`src/inc/mtxs_regs.svh`:
```
`ifndef MTXS_REGS_SVH
`define MTXS_REGS_SVH

// ----------------------------------------------------------------
// Register map and field layout
// ----------------------------------------------------------------
`define MTXS_ADDR_W 12
`define MTXS_FRAME_OFS 12'h300
`define MTXS_BYTE_OFS 12'h308
`define MTXS_GOOD_OFS 12'h30C
`define MTXS_CTRL_OFS 12'h340
`define MTXS_WRAP_OFS 12'h344

// Counter index, also bit position in the control and wrap words
`define MTXS_FRAME_BIT 0
`define MTXS_BYTE_BIT 1
`define MTXS_GOOD_BIT 2
`define MTXS_NUM_CNT 3

// ----------------------------------------------------------------
// Reset values and bus answers
// ----------------------------------------------------------------
`define MTXS_CNT_RST 32'h0000_0000
`define MTXS_CTRL_RST 3'h7
`define MTXS_WRAP_RST 3'h0
`define MTXS_RESP_OKAY 2'h0
`define MTXS_RESP_SLVERR 2'h2

`endif

```
`src/inc/mtxs_pkg.sv`:
```
`include "mtxs_regs.svh"

package mtxs_pkg;

  // ----------------------------------------------------------------
  // Bus channel states
  // ----------------------------------------------------------------
  typedef enum logic [1:0] {
    MTXS_WR_IDLE = 2'h0,
    MTXS_WR_ADDR = 2'h1,
    MTXS_WR_RESP = 2'h3,
    MTXS_WR_DATA = 2'h2
  } mtxs_wr_e;

  typedef enum logic {
    MTXS_RD_IDLE = 1'h0,
    MTXS_RD_DATA = 1'h1
  } mtxs_rd_e;

  // Address decode result
  typedef enum logic [2:0] {
    MTXS_SEL_NONE = 3'h0,
    MTXS_SEL_FRAME = 3'h1,
    MTXS_SEL_BYTE = 3'h2,
    MTXS_SEL_GOOD = 3'h3,
    MTXS_SEL_CTRL = 3'h4,
    MTXS_SEL_WRAP = 3'h5
  } mtxs_sel_e;

  // ----------------------------------------------------------------
  // Carriers
  // ----------------------------------------------------------------
  typedef struct packed {
    logic [`MTXS_ADDR_W-1:0] addr;
  } mtxs_addr_s;

  typedef struct packed {
    logic [31:0] data;
    logic [3:0] strb;
  } mtxs_wdata_s;

  // Frame is bit 0, byte bit 1, good byte bit 2
  typedef struct packed {
    logic good;
    logic tx_byte;
    logic frame;
  } mtxs_evt_s;

  typedef struct packed {
    logic [`MTXS_NUM_CNT-1:0][31:0] count;
    logic [`MTXS_NUM_CNT-1:0] enable;
    logic [`MTXS_NUM_CNT-1:0] wrap;
    mtxs_wr_e wr_st;
    mtxs_addr_s aw;
    mtxs_wdata_s w;
    logic [1:0] bresp;
    mtxs_rd_e rd_st;
    logic [31:0] rdata;
    logic [1:0] rresp;
  } mtxs_state_s;

endpackage

```
`src/verilog/mtxs_counters.sv`:
```
// Function
// Count every transmitted frame in a 32-bit counter, one per frame.
// Count every transmitted byte in a separate 32-bit counter.
// Counters start at zero; only device reset clears them.
// No saturation: all-ones plus one wraps to zero.
// Software keeps measurement periods shorter than a full wrap.
// Software records start values and allows for a wrap.
// Frame counter at 0300h-0303h, bits 31:24 at lowest address.
// Byte counter at 0308h-030Bh, most significant byte first.
// Good byte counter from 030Ch, same byte order.
// Good byte counter adds one per valid byte, same clear/wrap.
// Counter reads have no side effect; counter writes are ignored.
//
// The implementer's own choice: the AXI4-Lite slave port.
`include "mtxs_regs.svh"

module mtxs_counters (
  input wire logic ref_clk_in, // 125 MHz clock
  input wire logic reset_in, // Async reset, active high
  input wire mtxs_pkg::mtxs_evt_s tx_evt_in, // Transmit path strobes
  input wire logic s_axi_awvalid_in, // Write address valid
  input wire mtxs_pkg::mtxs_addr_s s_axi_aw_in, // Write address
  output logic s_axi_awready_out, // Write address ready
  input wire logic s_axi_wvalid_in, // Write data valid
  input wire mtxs_pkg::mtxs_wdata_s s_axi_w_in, // Write data, strobes
  output logic s_axi_wready_out, // Write data ready
  output logic s_axi_bvalid_out, // Write response valid
  output logic [1:0] s_axi_bresp_out, // Write response
  input wire logic s_axi_bready_in, // Write response ready
  input wire logic s_axi_arvalid_in, // Read address valid
  input wire mtxs_pkg::mtxs_addr_s s_axi_ar_in, // Read address
  output logic s_axi_arready_out, // Read address ready
  output logic s_axi_rvalid_out, // Read data valid
  output logic [31:0] s_axi_rdata_out, // Read data
  output logic [1:0] s_axi_rresp_out, // Read response
  input wire logic s_axi_rready_in // Read data ready
);

  // ----------------------------------------------------------------
  // Reset image of the whole state
  // ----------------------------------------------------------------
  // The only place a count is cleared to zero; software writes and
  // reads have no path here
  localparam mtxs_pkg::mtxs_state_s ST_RST = '{
    count: {`MTXS_NUM_CNT{`MTXS_CNT_RST}},
    enable: `MTXS_CTRL_RST,
    wrap: `MTXS_WRAP_RST,
    wr_st: mtxs_pkg::MTXS_WR_IDLE,
    aw: '0,
    w: '0,
    bresp: `MTXS_RESP_OKAY,
    rd_st: mtxs_pkg::MTXS_RD_IDLE,
    rdata: '0,
    rresp: `MTXS_RESP_OKAY
  };

  // ----------------------------------------------------------------
  // Helpers
  // ----------------------------------------------------------------
  // Word decode; low two address bits are ignored, every
  // register being one aligned word
  function automatic mtxs_pkg::mtxs_sel_e decode(
    input logic [`MTXS_ADDR_W-1:0] addr
  );
    logic [`MTXS_ADDR_W-1:0] word;
    word = {addr[`MTXS_ADDR_W-1:2], 2'h0};
    unique case (word)
      `MTXS_FRAME_OFS: decode = mtxs_pkg::MTXS_SEL_FRAME;
      `MTXS_BYTE_OFS: decode = mtxs_pkg::MTXS_SEL_BYTE;
      `MTXS_GOOD_OFS: decode = mtxs_pkg::MTXS_SEL_GOOD;
      `MTXS_CTRL_OFS: decode = mtxs_pkg::MTXS_SEL_CTRL;
      `MTXS_WRAP_OFS: decode = mtxs_pkg::MTXS_SEL_WRAP;
      default: decode = mtxs_pkg::MTXS_SEL_NONE;
    endcase
  endfunction

  // Most significant byte to the lowest byte address, so the
  // byte at offset +0 on the little-endian bus is bits 31:24
  function automatic logic [31:0] msb_first(input logic [31:0] c);
    msb_first = {c[7:0], c[15:8], c[23:16], c[31:24]};
  endfunction

  // Wrapping increment; the carry out is dropped on purpose, so a
  // counter at all ones reads zero after its next strobe
  function automatic logic [31:0] bump(input logic [31:0] c);
    logic [32:0] sum;
    sum = {1'b0, c} + 33'h0_0000_0001;
    bump = sum[31:0];
  endfunction

  // ----------------------------------------------------------------
  // State
  // ----------------------------------------------------------------
  // Whole registered image and its next value; every flip-flop of
  // the block lives in this one struct
  mtxs_pkg::mtxs_state_s state_q;
  mtxs_pkg::mtxs_state_s state_d;

  // Bus handshakes, merged write halves and decoded selects
  logic aw_hs;
  logic w_hs;
  logic wr_go;
  logic [`MTXS_ADDR_W-1:0] wr_addr;
  mtxs_pkg::mtxs_wdata_s wr_data;
  mtxs_pkg::mtxs_sel_e wr_sel;
  mtxs_pkg::mtxs_sel_e rd_sel;
  logic [`MTXS_NUM_CNT-1:0] evt_vec;
  logic [`MTXS_NUM_CNT-1:0] wrap_set;
  logic [`MTXS_NUM_CNT-1:0] wrap_clr;

  // ----------------------------------------------------------------
  // Handshake outputs
  // ----------------------------------------------------------------
  // Address and data each accepted once per write, in either order
  // Both readies drop while a response is pending: one write at a time
  assign s_axi_awready_out = (state_q.wr_st == mtxs_pkg::MTXS_WR_IDLE)
                          || (state_q.wr_st == mtxs_pkg::MTXS_WR_DATA);
  assign s_axi_wready_out = (state_q.wr_st == mtxs_pkg::MTXS_WR_IDLE)
                         || (state_q.wr_st == mtxs_pkg::MTXS_WR_ADDR);
  assign s_axi_bvalid_out = (state_q.wr_st == mtxs_pkg::MTXS_WR_RESP);
  assign s_axi_arready_out = (state_q.rd_st == mtxs_pkg::MTXS_RD_IDLE);
  assign s_axi_rvalid_out = (state_q.rd_st == mtxs_pkg::MTXS_RD_DATA);

  // Data and responses straight from flip-flops
  assign s_axi_bresp_out = state_q.bresp;
  assign s_axi_rdata_out = state_q.rdata;
  assign s_axi_rresp_out = state_q.rresp;

  // ----------------------------------------------------------------
  // Write path decode
  // ----------------------------------------------------------------
  // Held halves are used when the two arrive in separate cycles
  assign aw_hs = s_axi_awvalid_in && s_axi_awready_out;
  assign w_hs = s_axi_wvalid_in && s_axi_wready_out;
  assign wr_addr = (state_q.wr_st == mtxs_pkg::MTXS_WR_ADDR)
                 ? state_q.aw.addr : s_axi_aw_in.addr;
  assign wr_data = (state_q.wr_st == mtxs_pkg::MTXS_WR_DATA)
                 ? state_q.w : s_axi_w_in;
  assign wr_sel = decode(wr_addr);
  // Read address is decoded live; arready is high only when idle,
  // so it is used at the very edge that takes it
  assign rd_sel = decode(s_axi_ar_in.addr);
  // Strobes are level sampled: a strobe held N cycles counts N
  // times, so the transmit path must give one pulse per unit
  assign evt_vec = tx_evt_in;

  // Write completes when the second half lands
  // No write effect while the response is still waiting
  always_comb begin
    unique case (state_q.wr_st)
      mtxs_pkg::MTXS_WR_IDLE: wr_go = aw_hs && w_hs;
      mtxs_pkg::MTXS_WR_ADDR: wr_go = w_hs;
      mtxs_pkg::MTXS_WR_DATA: wr_go = aw_hs;
      mtxs_pkg::MTXS_WR_RESP: wr_go = 1'b0;
    endcase
  end

  // ----------------------------------------------------------------
  // Wrap-seen flags
  // ----------------------------------------------------------------
  // A flag is raised when its counter rolls from all ones; the
  // write-one clear loses to a wrap in the same cycle
  // Software reading these can tell a rollover from a slow link
  always_comb begin
    wrap_set = '0;
    wrap_clr = '0;
    for (int i = 0; i < `MTXS_NUM_CNT; i++) begin
      wrap_set[i] = evt_vec[i] && state_q.enable[i]
                 && (&state_q.count[i]);
    end
    if (wr_go && (wr_sel == mtxs_pkg::MTXS_SEL_WRAP)
        && wr_data.strb[0]) begin
      wrap_clr = wr_data.data[`MTXS_NUM_CNT-1:0];
    end
  end

  // ----------------------------------------------------------------
  // Next state
  // ----------------------------------------------------------------
  always_comb begin
    state_d = state_q;

    // Counting: one per strobe, no clear path but reset
    // A strobe that meets a cleared enable bit is lost, not held
    for (int i = 0; i < `MTXS_NUM_CNT; i++) begin
      if (evt_vec[i] && state_q.enable[i]) begin
        state_d.count[i] = bump(state_q.count[i]);
      end
    end
    state_d.wrap = (state_q.wrap & ~wrap_clr) | wrap_set;

    // Write channel; a half that arrives alone is parked here and
    // the other half completes the write through wr_go below
    unique case (state_q.wr_st)
      mtxs_pkg::MTXS_WR_IDLE: begin
        if (aw_hs && !w_hs) begin
          state_d.aw = s_axi_aw_in;
          state_d.wr_st = mtxs_pkg::MTXS_WR_ADDR;
        end else if (w_hs && !aw_hs) begin
          state_d.w = s_axi_w_in;
          state_d.wr_st = mtxs_pkg::MTXS_WR_DATA;
        end
      end
      mtxs_pkg::MTXS_WR_ADDR: begin
        // Address parked, waiting for the data
        state_d.wr_st = state_q.wr_st;
      end
      mtxs_pkg::MTXS_WR_DATA: begin
        // Data parked, waiting for the address
        state_d.wr_st = state_q.wr_st;
      end
      mtxs_pkg::MTXS_WR_RESP: begin
        if (s_axi_bready_in) begin
          state_d.wr_st = mtxs_pkg::MTXS_WR_IDLE;
        end
      end
    endcase

    // Write effect; counter words accept and drop the data. They
    // answer OKAY so a sweep of the map sees no error, yet the
    // stored counts never move
    if (wr_go) begin
      state_d.wr_st = mtxs_pkg::MTXS_WR_RESP;
      unique case (wr_sel)
        mtxs_pkg::MTXS_SEL_FRAME,
        mtxs_pkg::MTXS_SEL_BYTE,
        mtxs_pkg::MTXS_SEL_GOOD: begin
          state_d.bresp = `MTXS_RESP_OKAY;
        end
        mtxs_pkg::MTXS_SEL_CTRL: begin
          state_d.bresp = `MTXS_RESP_OKAY;
          // Enable bits live in byte lane 0 only
          if (wr_data.strb[0]) begin
            state_d.enable = wr_data.data[`MTXS_NUM_CNT-1:0];
          end
        end
        mtxs_pkg::MTXS_SEL_WRAP: begin
          // The clear itself is applied with the wrap flags above
          state_d.bresp = `MTXS_RESP_OKAY;
        end
        mtxs_pkg::MTXS_SEL_NONE: begin
          // Unmapped word: refused, nothing stored
          state_d.bresp = `MTXS_RESP_SLVERR;
        end
      endcase
    end

    // Read channel; counter value is the one before any
    // increment in the same cycle, and reading changes nothing
    // Bytes of one count leave together, never torn across reads
    unique case (state_q.rd_st)
      mtxs_pkg::MTXS_RD_IDLE: begin
        if (s_axi_arvalid_in) begin
          state_d.rd_st = mtxs_pkg::MTXS_RD_DATA;
          state_d.rresp = `MTXS_RESP_OKAY;
          unique case (rd_sel)
            mtxs_pkg::MTXS_SEL_FRAME: begin
              state_d.rdata = msb_first(
                state_q.count[`MTXS_FRAME_BIT]);
            end
            mtxs_pkg::MTXS_SEL_BYTE: begin
              state_d.rdata = msb_first(
                state_q.count[`MTXS_BYTE_BIT]);
            end
            mtxs_pkg::MTXS_SEL_GOOD: begin
              state_d.rdata = msb_first(
                state_q.count[`MTXS_GOOD_BIT]);
            end
            mtxs_pkg::MTXS_SEL_CTRL: begin
              state_d.rdata = {29'h0000_0000, state_q.enable};
            end
            mtxs_pkg::MTXS_SEL_WRAP: begin
              state_d.rdata = {29'h0000_0000, state_q.wrap};
            end
            mtxs_pkg::MTXS_SEL_NONE: begin
              // Zero data with SLVERR, so a stray read
              // cannot pass for a live count
              state_d.rdata = 32'h0000_0000;
              state_d.rresp = `MTXS_RESP_SLVERR;
            end
          endcase
        end
      end
      mtxs_pkg::MTXS_RD_DATA: begin
        // Data and response hold until the master takes them
        if (s_axi_rready_in) begin
          state_d.rd_st = mtxs_pkg::MTXS_RD_IDLE;
        end
      end
    endcase
  end

  // ----------------------------------------------------------------
  // State register
  // ----------------------------------------------------------------
  // Reset is the only way the counters are cleared. Its release
  // is taken as synchronous to the clock already; a release near
  // an edge could leave the counts disagreeing
  always_ff @(posedge ref_clk_in or posedge reset_in) begin
    if (reset_in) begin
      state_q <= ST_RST;
    end else begin
      state_q <= state_d;
    end
  end

endmodule
```
`config.mk`:
```
export PLATFORM = sky130hd
export DESIGN_NAME = mtxs_counters
export DESIGN_NICKNAME = d
export VERILOG_FILES = /design/src/inc/mtxs_pkg.sv /design/src/verilog/mtxs_counters.sv
export VERILOG_INCLUDE_DIRS = /design/src /design/src/inc
export SDC_FILE = /design/constraint.sdc
export NUM_CORES = 1
export LEC_CHECK = 0
export BUFFER_PORTS_ARGS = -buffer_cell sky130_fd_sc_hd__buf_2
export CAP_MARGIN = 20
export CORE_MARGIN = 2
export CORE_UTILIZATION = 43
export DETAILED_ROUTE_END_ITERATION = 7
export PLACE_DENSITY_LB_ADDON = 0.15
export SYNTH_ARGS = -nofsm -noshare
export SYNTH_HDL_FRONTEND = slang
export SYNTH_SLANG_ARGS = --single-unit
```
`constraint.sdc`:
```
create_clock -name ref_clk_in -period 5.5 [get_ports ref_clk_in]
set_clock_uncertainty 0.05 [all_clocks]
set_input_delay 0 -clock ref_clk_in [delete_from_list [all_inputs] [get_ports ref_clk_in]]
set_output_delay 0 -clock ref_clk_in [all_outputs]
set_load 0.1 [all_outputs]
```
# Word level (Yosys, flattened, before mapping)
# Index checks and enable logic that the tools add are counted.
[word_totals]
reg_bits = 160
in_bits = 70
out_inout_bits = 41
[classes]
n_addsub = 3
eq_ne = 26
n_mux = 17
n_bitwise = 5
n_reduce_logical = 30
[ops]
columns = ["operator", "n"]
rows = [
  ["$pmux 32 s6", 1],
  ["$eq 10x8->1 const B", 10],
  ["$add 32x1->32 const B", 3],
  ["$reduce_and 32->1", 3],
  ["$mux 35", 1],
  ["$pmux 3 s5", 2],
  ["$logic_and 1x1->1", 13],
  ["$eq 3x2->1 const B", 4],
  ["$eq 3x3->1 const B", 4],
  ["$mux 12", 1],
  ["$mux 2", 5],
  ["$reduce_and 3->1", 3],
  ["$pmux 2 s2", 2],
  ["$mux 7", 1],
  ["$eq 3x1->1 const B", 2],
  ["$logic_not 3->1", 2],
  ["$reduce_or 5->1", 1],
  ["$eq 2x2->1 const B", 2],
  ["$ne 4x2->1 const B", 1],
  ["$pmux 1 s4", 1],
  ["$reduce_and 2->1", 2],
  ["$and 3x3->3", 1],
  ["$mux 3", 1],
  ["$ne 3x1->1 const B", 1],
  ["11 further kinds", 14],
]

# Logic depth before layout (Yosys ltp)
# Gate-level depths: netlist (run 1).
[logic_depth]
depth_word = 11
mapped_depth = 11
depth_no_buf = 10

# Least setup slack after synthesis (run 1)
# No wires, ideal clock.
[synth_path]
path_type = "register to register"
startpoint = "register state_q[85] (netlist name)"
endpoint = "register state_q[85] (netlist name)"
setup_ns = 0.125
arrival_ns = 2.575
t_required_ns = 5.325
slack_ns = 2.750
stages_incl_launch_ff = 12
period_less_slack_ns = 2.750
cell_sequence = "dfrtp_1 inv_1 ha_1 clkbuf_1 or2_2 and2_1 ha_1 nand2b_1 nand2_1 o21ai_0 o21ai_0 mux2_2"
[synth_between]
elab_cells_between_ends = 22
[synth_rtl]
columns = ["element", "line", "text"]
rows = [
  ["start, declared", "mtxs_counters.sv:96", "mtxs_pkg::mtxs_state_s state_q;"],
  ["start signal, assigned", "mtxs_counters.sv:303", "state_q <= state_d;"],
  ["$eq 2x2->1 / $logic_not 2->1 (equally long branches)", "mtxs_counters.sv:117, mtxs_counters.sv:116", ""],
  ["$logic_or 1x1->1 (*)", "mtxs_counters.sv:117", "|| (state_q.wr_st == mtxs_pkg::MTXS_WR_DATA);"],
  ["net s_axi_awready_out", "mtxs_counters.sv:23", "output logic s_axi_awready_out,"],
  ["$logic_and 1x1->1 (*)", "mtxs_counters.sv:133", "assign aw_hs = s_axi_awvalid_in && s_axi_awready_out;"],
  ["$logic_and 1x1->1, or another cell as far along", "mtxs_counters.sv:151", "mtxs_pkg::MTXS_WR_IDLE: wr_go = aw_hs && w_hs;"],
  ["$pmux 1 s4, or another cell as far along", "mtxs_counters.sv:150", "unique case (state_q.wr_st)"],
  ["$ne 4x2->1 (no source line), or another cell as far along", "--", ""],
  ["$reduce_and 3->1 (no source line) / $mux 2 (equally long branches)", "--", ""],
]
# Mark *: on every way through the listed nets, which the timed path passes. The rest lies on a longest branch.
# A chain may end at the register's enable or synchronous reset.

# Worst setup path after layout (run 1)
[layout_path]
startpoint = "register state_q[85] (netlist name)"
endpoint = "register state_q[85] (netlist name)"
[layout_between]
elab_chain_cells = 8
elab_cells_between_ends = 22
[layout_lines]
columns = ["element"]
rows = [
  ["branches (longest 8 deep; another with $pmux 1 s4)"],
]
# Several ways; the timed one is not identified.

==> summary.txt, run 1 <==
Max Buffers Root-to-Sink: 2
Nets: 834
Setup TNS: 0 ns
Initial Util: 43.9%
Fmax: 379 MHz
Final setup margin: 2.86 ns
GRT overflow: 0
Vias per inst: 5.27
Max-Cap Viols: 0
WL final: 16.6 mm
Peak VDD IR: 269 µV
Grt met2 use: 29.4%
Status: complete, no violations
Post-synth EDFFs: 0
Resize count post-CTS: 0
Clk pwr share: 40.7%
Clock Latency Late Sink: 0.42 ns
Sequential Power Share: 42.1%
Syn Inst Count: 689
Post-synth ARST share: 100%
Hold_ws: 0.0245 ns
Vias: 5224
Die width: 137 µm
Root Driver: clkbuf_16
Sequential area share after synthesis: 50.4%
P&R area growth vs syn: 15.3%
Fraction of layout cells with a size suffix above 1: 19.9%
Post-synthesis register bit count: 153
Drt pass-1 iters: 4
Gr usage total: 18.9%
Cts bufs inserted: 17
Vias in the first global route: 5202
Filler cells: 1559
Net switching power: 0.831 mW
Final hold vios: 0
Minimum clock period: 2.64 ns
PortBufs: 72
DR WL/cell: 16.7 µm
Ys Warns: 0
Post-DRT Antenna Nets: 0
Comb power frac: 17.2%
Min-Delay Path Class: in -> reg
Initial antenna violation count: 0
CTS tree: done
RSZ-0062 raised after global routing: no
Area contributors post-synth: dfrtp_1, xnor2_1, mux2i_1, mux2_2, buf_4
Worst slew pin tran: 0.957 ns
P_leak: 4.22 nW
Die ar.: 18700 µm²
N_diodes: 0
Pint: 2.10 mW
Worst Setup End Kind: flip-flop
Met3 usage: 4.89%
First-pass GRT wire length: 27.2 mm
Setup CP Type: reg -> reg
Largest area contributor in the netlist: dfrtp_1
Rel. slew slack: 35.6%
Area fraction of the dominant cell type after synthesis: 49.4%
Sw Ratio: 28.3%
Placed Cells: 936
Finished Layout Cells: 992
CP max FO: 6
Final worst-path cycle share: 48.0%
Max Slew Vio Count: 0
Die H: 137 µm
Placer Congestion: 0.815
Worst slack at placement: 2.87 ns
DRC Markers: 0
Setup-failing EPs final: 0
First DRT Iteration DRCs: 280
H-Tree Depth: 4
Pin count of the biggest net entering global routing: 96
GR Util met1: 26.5%
Clock transition at the registers of the reported paths: 0.06 ns
Core ar.: 17300 µm²
Netlist Area Pre-Place: 7600 µm²
Power per Cell Area: 335 nW/µm²
I/O Pins: 111
Netlist cell types: 51
Dpl hpwl: 11.5 mm
CP Launch Type: flip-flop
Synthesized area per cell: 11.0 µm²
Post-route cell area: 8760 µm²
CP required: 5.75 ns
Row count: 48
Placed cell area: 7910 µm²
Top FF cell, synth: dfrtp_1
WP data arrival: 2.89 ns
Busiest metal layer after global routing: met2
Sink Count: 153
Hold path depth: 5
R2R depth: 10
==> flip-flops by register name, summed over array words and instances (netlist names) <==
name / cells
s_axi_bresp_out: 1
s_axi_rdata_out: 32
s_axi_rresp_out: 1
s_axi_rvalid_out: 1
state_q: 118
==> synth_stat cells, drive strengths merged, types with 7 or more instances <==
cell,count
o21ai,35
inv,18
nand2,50
and4,11
and3,13
nor2,33
clkbuf,11
xor2,25
a21oi,7
mux2,26
nor2b,7
xnor2,69
nand3,34
buf,45
mux2i,30
a22oi,29
dfrtp,150
nand4,27
ha,10
==> layout make-up <==
| class | instances | area, µm² | share of cell area [%] |
|---|---|---|---|
| clock buffers | 20 | 457 | 5.21 |
| repair buffers | 101 | 638 | 7.28 |
| flip-flops and latches | 153 | 3830 | 43.8 |
| well taps | 225 | 282 | 3.21 |
| multi-input cells | 463 | 3330 | 38.0 |
| inverters | 18 | 72.6 | 0.828 |
| clock inverters | 12 | 149 | 1.70 |
==> repair_timing <==
action / 4_1_cts / 5_1_grt
buffers inserted: 0 / 0
hold buffers: 24 / 0
hold endpoints to repair: 121 / 0
==> per-layer routing <==
layer / part of all wire [%] / vias to the layer above
met3: 4.3 / 4
met5: 0 / -
met2: 47 / 100
li1: - / 2531
met4: 0.54 / 0
met1: 49 / 2589
==> worst paths after layout <==
| path | endpoint | from | slack [ns] |
|---|---|---|---|
| min reg2reg | state_q[88]$_DFF_PP0_ | state_q[88]$_DFF_PP0_ | 0.43 |
| min | s_axi_rdata_out[2]$_DFFE_PP0P_ | s_axi_ar_in[10] | 0.02 |
| min in group asynchronous | state_q[77]$_DFFE_PP0P_ | reset_in | 0.27 |
| max | state_q[85]$_DFFE_PP0P_ | state_q[85]$_DFFE_PP0P_ | 2.86 |
| max in group asynchronous | state_q[176]$_DFFE_PP0P_ | reset_in | 3.83 |
| max reg2reg | state_q[85]$_DFFE_PP0P_ | state_q[85]$_DFFE_PP0P_ | 2.86 |
==> cell usage in the layout (no fill, tap or decap), types with 25 or more instances in the layout <==
cell       n
mux2_2    26
dfrtp_1  150
o21ai_0   35
nand2_1   50
xnor2_1   69
nand3_1   34
buf_2     72
nor2_1    32
a22oi_1   29
mux2i_1   30
xor2_1    25
==> per-stage QoR <==
step	util, %	total power, mW
4_1_cts	50.6	2.97
3_3_place_gp	45.8	1.74
6_report	50.6	2.93
3_5_place_dp	45.8	1.75
5_1_grt	50.6	3.07
2_1_floorplan	-	1.66
==> power by group through the flow <==
stage	Clock [mW]	Combinational, mW	Sequential (mW)
3_3_place_gp	0	0.484	1.25
6_report	1.19	0.505	1.24
4_1_cts	1.22	0.511	1.24
5_1_grt	1.28	0.546	1.25
3_5_place_dp	0	0.496	1.26
2_1_floorplan	0	0.410	1.25
==> cell families (layout without fill, tap and decap cells) <==
logic type | after synthesis | after routing | synth area share (%)
mux | 56 | 56 | 7.81
flops | 153 | 153 | 50.4
fa+ha+maj | 10 | 10 | 1.65
other cells | 1 | 2 | 0.0494
compound gates | 91 | 91 | 7.61
xor+xnor | 94 | 94 | 10.8
simple gates | 210 | 210 | 15.8
buf+inv | 74 | 151 | 5.78
==> critical path, stage by stage, from the launching register on <==
cell      delay, ns
dfrtp_1        0.39
inv_1          0.08
ha_1           0.30
or2_2          0.33
and2_1         0.19
ha_1           0.19
nand2b_1       0.16
nand2_1        0.19
o21ai_0        0.12
o21ai_0        0.15
mux2_2         0.38
Power figures use the tool's default switching activity.
==> inputs of run 2 (changes only) <==
--- a/config.mk
+++ b/config.mk
@@ -6,6 +6,7 @@
 export SDC_FILE = /design/constraint.sdc
 export NUM_CORES = 1
 export LEC_CHECK = 0
+export ABC_AREA = 1
 export BUFFER_PORTS_ARGS = -buffer_cell sky130_fd_sc_hd__buf_2
 export CAP_MARGIN = 20
 export CORE_MARGIN = 2
==> constraint.sdc (replaced) <==
create_clock -name ref_clk_in -period 2.6 [get_ports ref_clk_in]
set_clock_uncertainty 0.05 [all_clocks]
set_input_delay 0 -clock ref_clk_in [delete_from_list [all_inputs] [get_ports ref_clk_in]]
set_output_delay 0 -clock ref_clk_in [all_outputs]
set_load 0.1 [all_outputs]
==> summary.txt, run 2 <==
Status: complete, no violations
Crit path max-delay family: compound AO/OA/AOI/OAI gates
Bufs and invs on worst path: 3
WP data arrival: 2.40 ns
CTS tree: done
Area contributors post-synth: dfrtp_1, nand2_1, nand3_1, inv_1, xor2_1
Sink Count: 153
Sequential area share after synthesis: 40.9%
Comb power frac: 22.0%
Worst Setup End Kind: flip-flop
Sequential Power Share: 39.9%
Final setup margin: 0.443 ns
Post-DRT Antenna Nets: 0
Worst setup path end: state_q[85]$_DFFE_PP0P_
Max Buffers Root-to-Sink: 2
Minimum clock period: 2.16 ns
Max-Cap Viols: 0
Netlist cell types: 40
Die width: 152 µm
H-Tree Depth: 4
Most frequent cells in the layout: nand2_1, dfrtp_1, inv_1
Dpl hpwl: 19.7 mm
Vias in the first global route: 7765
Pin count of the biggest net entering global routing: 41
Min-Delay Path Class: in -> reg
Cts bufs inserted: 17
Wire length on met1: 12.0 mm
Ys Warns: 0
Initial antenna violation count: 0
Final Util: 49.0%
Final worst-path cycle share: 83.0%
First-pass GRT wire length: 40.8 mm
Top reg by flops: state_q
Vias per inst: 5.05
Post-synth ARST share: 100%
Max layer used: met4
Reg-to-Reg Start: state_q[85]$_DFFE_PP0P_
Crit Reg-Reg Endpoint: state_q[85]$_DFFE_PP0P_
Fmax: 464 MHz
Clock Latency Late Sink: 0.43 ns
Clk pwr share: 38.1%
CP required: 2.85 ns
CP startpoint: state_q[85]$_DFFE_PP0P_
Vias: 8219
Fraction of layout cells with a size suffix above 1: 13.4%
First DRT Iteration DRCs: 609
Clock transition at the registers of the reported paths: 0.06 ns
Placed cell area: 9790 µm²
Worst slew pin tran: 0.658 ns
Peak VDD IR: 440 µV
Pint: 4.69 mW
R2R setup slack: 0.44 ns
DRC Markers: 0
Power per Cell Area: 666 nW/µm²
P_leak: 5.21 nW
CP max stage cell: dfrtp_1
Netlist Area Pre-Place: 9380 µm²
Post-synth EDFFs: 0
Max Slew Vio Count: 0
CP most frequent cell: inv_1
PortBufs: 72
R2R depth: 11
Core ar.: 21600 µm²
Most common cell after layout, fill and taps aside: nand2_1
Drt pass-1 iters: 5
P&R area growth vs syn: 13.1%
GRT overflow: 0
Placer Congestion: 0.911
Slowest stage delay, CP: 0.39 ns
Die H: 152 µm
Root Driver: clkbuf_16
DR WL/cell: 15.6 µm
Syn Inst Count: 1274
I/O Pins: 111
Row count: 54
Most frequent cell after synthesis: nand2_1
Met3 routed WL: 1.08 mm
Resize count post-CTS: 0
Die ar.: 23000 µm²
Final hold vios: 0
CP Launch Type: flip-flop
Sw Ratio: 33.6%
Post-route cell area: 10600 µm²
Initial Util: 43.4%
Worst path depth: 11
RSZ-0062 raised after global routing: no
Net switching power: 2.38 mW
Setup CP Type: reg -> reg
Gr usage total: 23.3%
CP max FO: 9
CP Cell Sequence: inv_1 -> ha_1 -> inv_1 -> nand2_2 -> nand2_1 -> inv_1 -> ha_1 -> o21ai_1 -> o21ai_0 -> o31ai_1 -> o21ai_0
Worst slack at placement: 0.412 ns
Post-synthesis register bit count: 153
WL final: 25.4 mm
Setup-failing EPs final: 0
Top FF cell, synth: dfrtp_1
Synthesized area per cell: 7.36 µm²
Rel. slew slack: 56.0%
Setup TNS: 0 ns
Synth cell count leaders: nand2_1, dfrtp_1, inv_1
Nets: 1414
Largest area contributor in the netlist: dfrtp_1
N_diodes: 0
Area fraction of the dominant cell type after synthesis: 40.0%
Met2 WL post-DR: 11.8 mm
Largest register FFs: 118
## run 2: cell types whose count changed in the layout (fill, tap and decap cells not counted), moves of 30 or more
cell | previous run | this run
nand2_1 | 50 | 414
inv_1 | 17 | 128
nand3_1 | 34 | 121
nor2_1 | 32 | 115
xnor2_1 | 69 | 16
mux2i_1 | 30 | 0
## run 2: kinds of logic (layout without fill, tap and decap cells)
kind of cell               after synthesis  after routing  synth area share (%)
and+or+nand+nor                        762            762                  36.3
buffers and inverters                  203            275                  10.1
DFF                                    153            153                  40.9
AOI/OAI and AO/OA                       75             75                  4.75
xor gates and xnor gates                67             67                  6.26
adders and majority gates               10             10                  1.33
muxes                                    3              3                 0.360
other                                    1              2                0.0400
## run 2: tightest hold or removal path: stages
cell	delay, ns
buf_2	0.07
nand2_1	0.21
nand2_1	0.12
nand2_1	0.05
## run 2: worst min-delay path by stage
stage                    start                               to  slack [ns]  depth (start not counted)
5_1_grt           tx_evt_in[1]         state_q[151]$_DFFE_PP0P_        0.05                          4
4_1_cts           tx_evt_in[1]         state_q[151]$_DFFE_PP0P_       0.009                          4
3_5_place_dp          reset_in  s_axi_rdata_out[27]$_DFFE_PP0P_       -0.03                          2
6_report          tx_evt_in[1]         state_q[155]$_DFFE_PP0P_       0.007                          4
3_3_place_gp          reset_in  s_axi_rdata_out[27]$_DFFE_PP0P_       -0.03                          2
2_1_floorplan  s_axi_rready_in       s_axi_rvalid_out$_DFF_PP0_        0.06                          1
## run 2: area by class of cell
type                       instances  area (µm²)
fill                            2216       11000
sequential                       153        3830
inverter                         137         518
timing repair buffer             106         661
tap                              280         350
multi-input combinational        919        4610
clock buffer                      21         460
clock inverter                    11         170
## run 2: power by group through the flow
stage                     Clock [mW]  Sequential [mW]  Combinational [mW]
final                           2.70             2.82                1.55
after CTS                       2.72             2.82                1.57
after floorplan                    0             2.80                1.26
after global routing            2.83             2.85                1.75
after global placement             0             2.85                1.52
after detailed placement           0             2.86                1.55
## run 2: repair_timing
| action | CTS | global route |
|---|---|---|
| setup buffers | 0 | 0 |
| hold buffers | 18 | 0 |
| hold endpoints to repair | 79 | 0 |
| endpoints found under the setup margin | 0 | 0 |
## run 2: per-stage QoR
| stage | power (mW) | cells | hold slack (ns) |
|---|---|---|---|
| CTS | 7.11 | 1627 | 0.00908 |
| floorplan | 4.06 | 1275 | 0.0618 |
| global placement | 4.38 | 1577 | -0.0278 |
| finish | 7.07 | 1627 | 0.00671 |
| detailed placement | 4.40 | 1577 | -0.0257 |
| global route | 7.43 | 1627 | 0.0450 |
## run 2: per-layer routing
layer,up-vias,track usage [%]
li1,4125,-
met1,3871,32.1
met2,194,38.0
met3,29,3.08
met4,0,7.41
met5,-,0
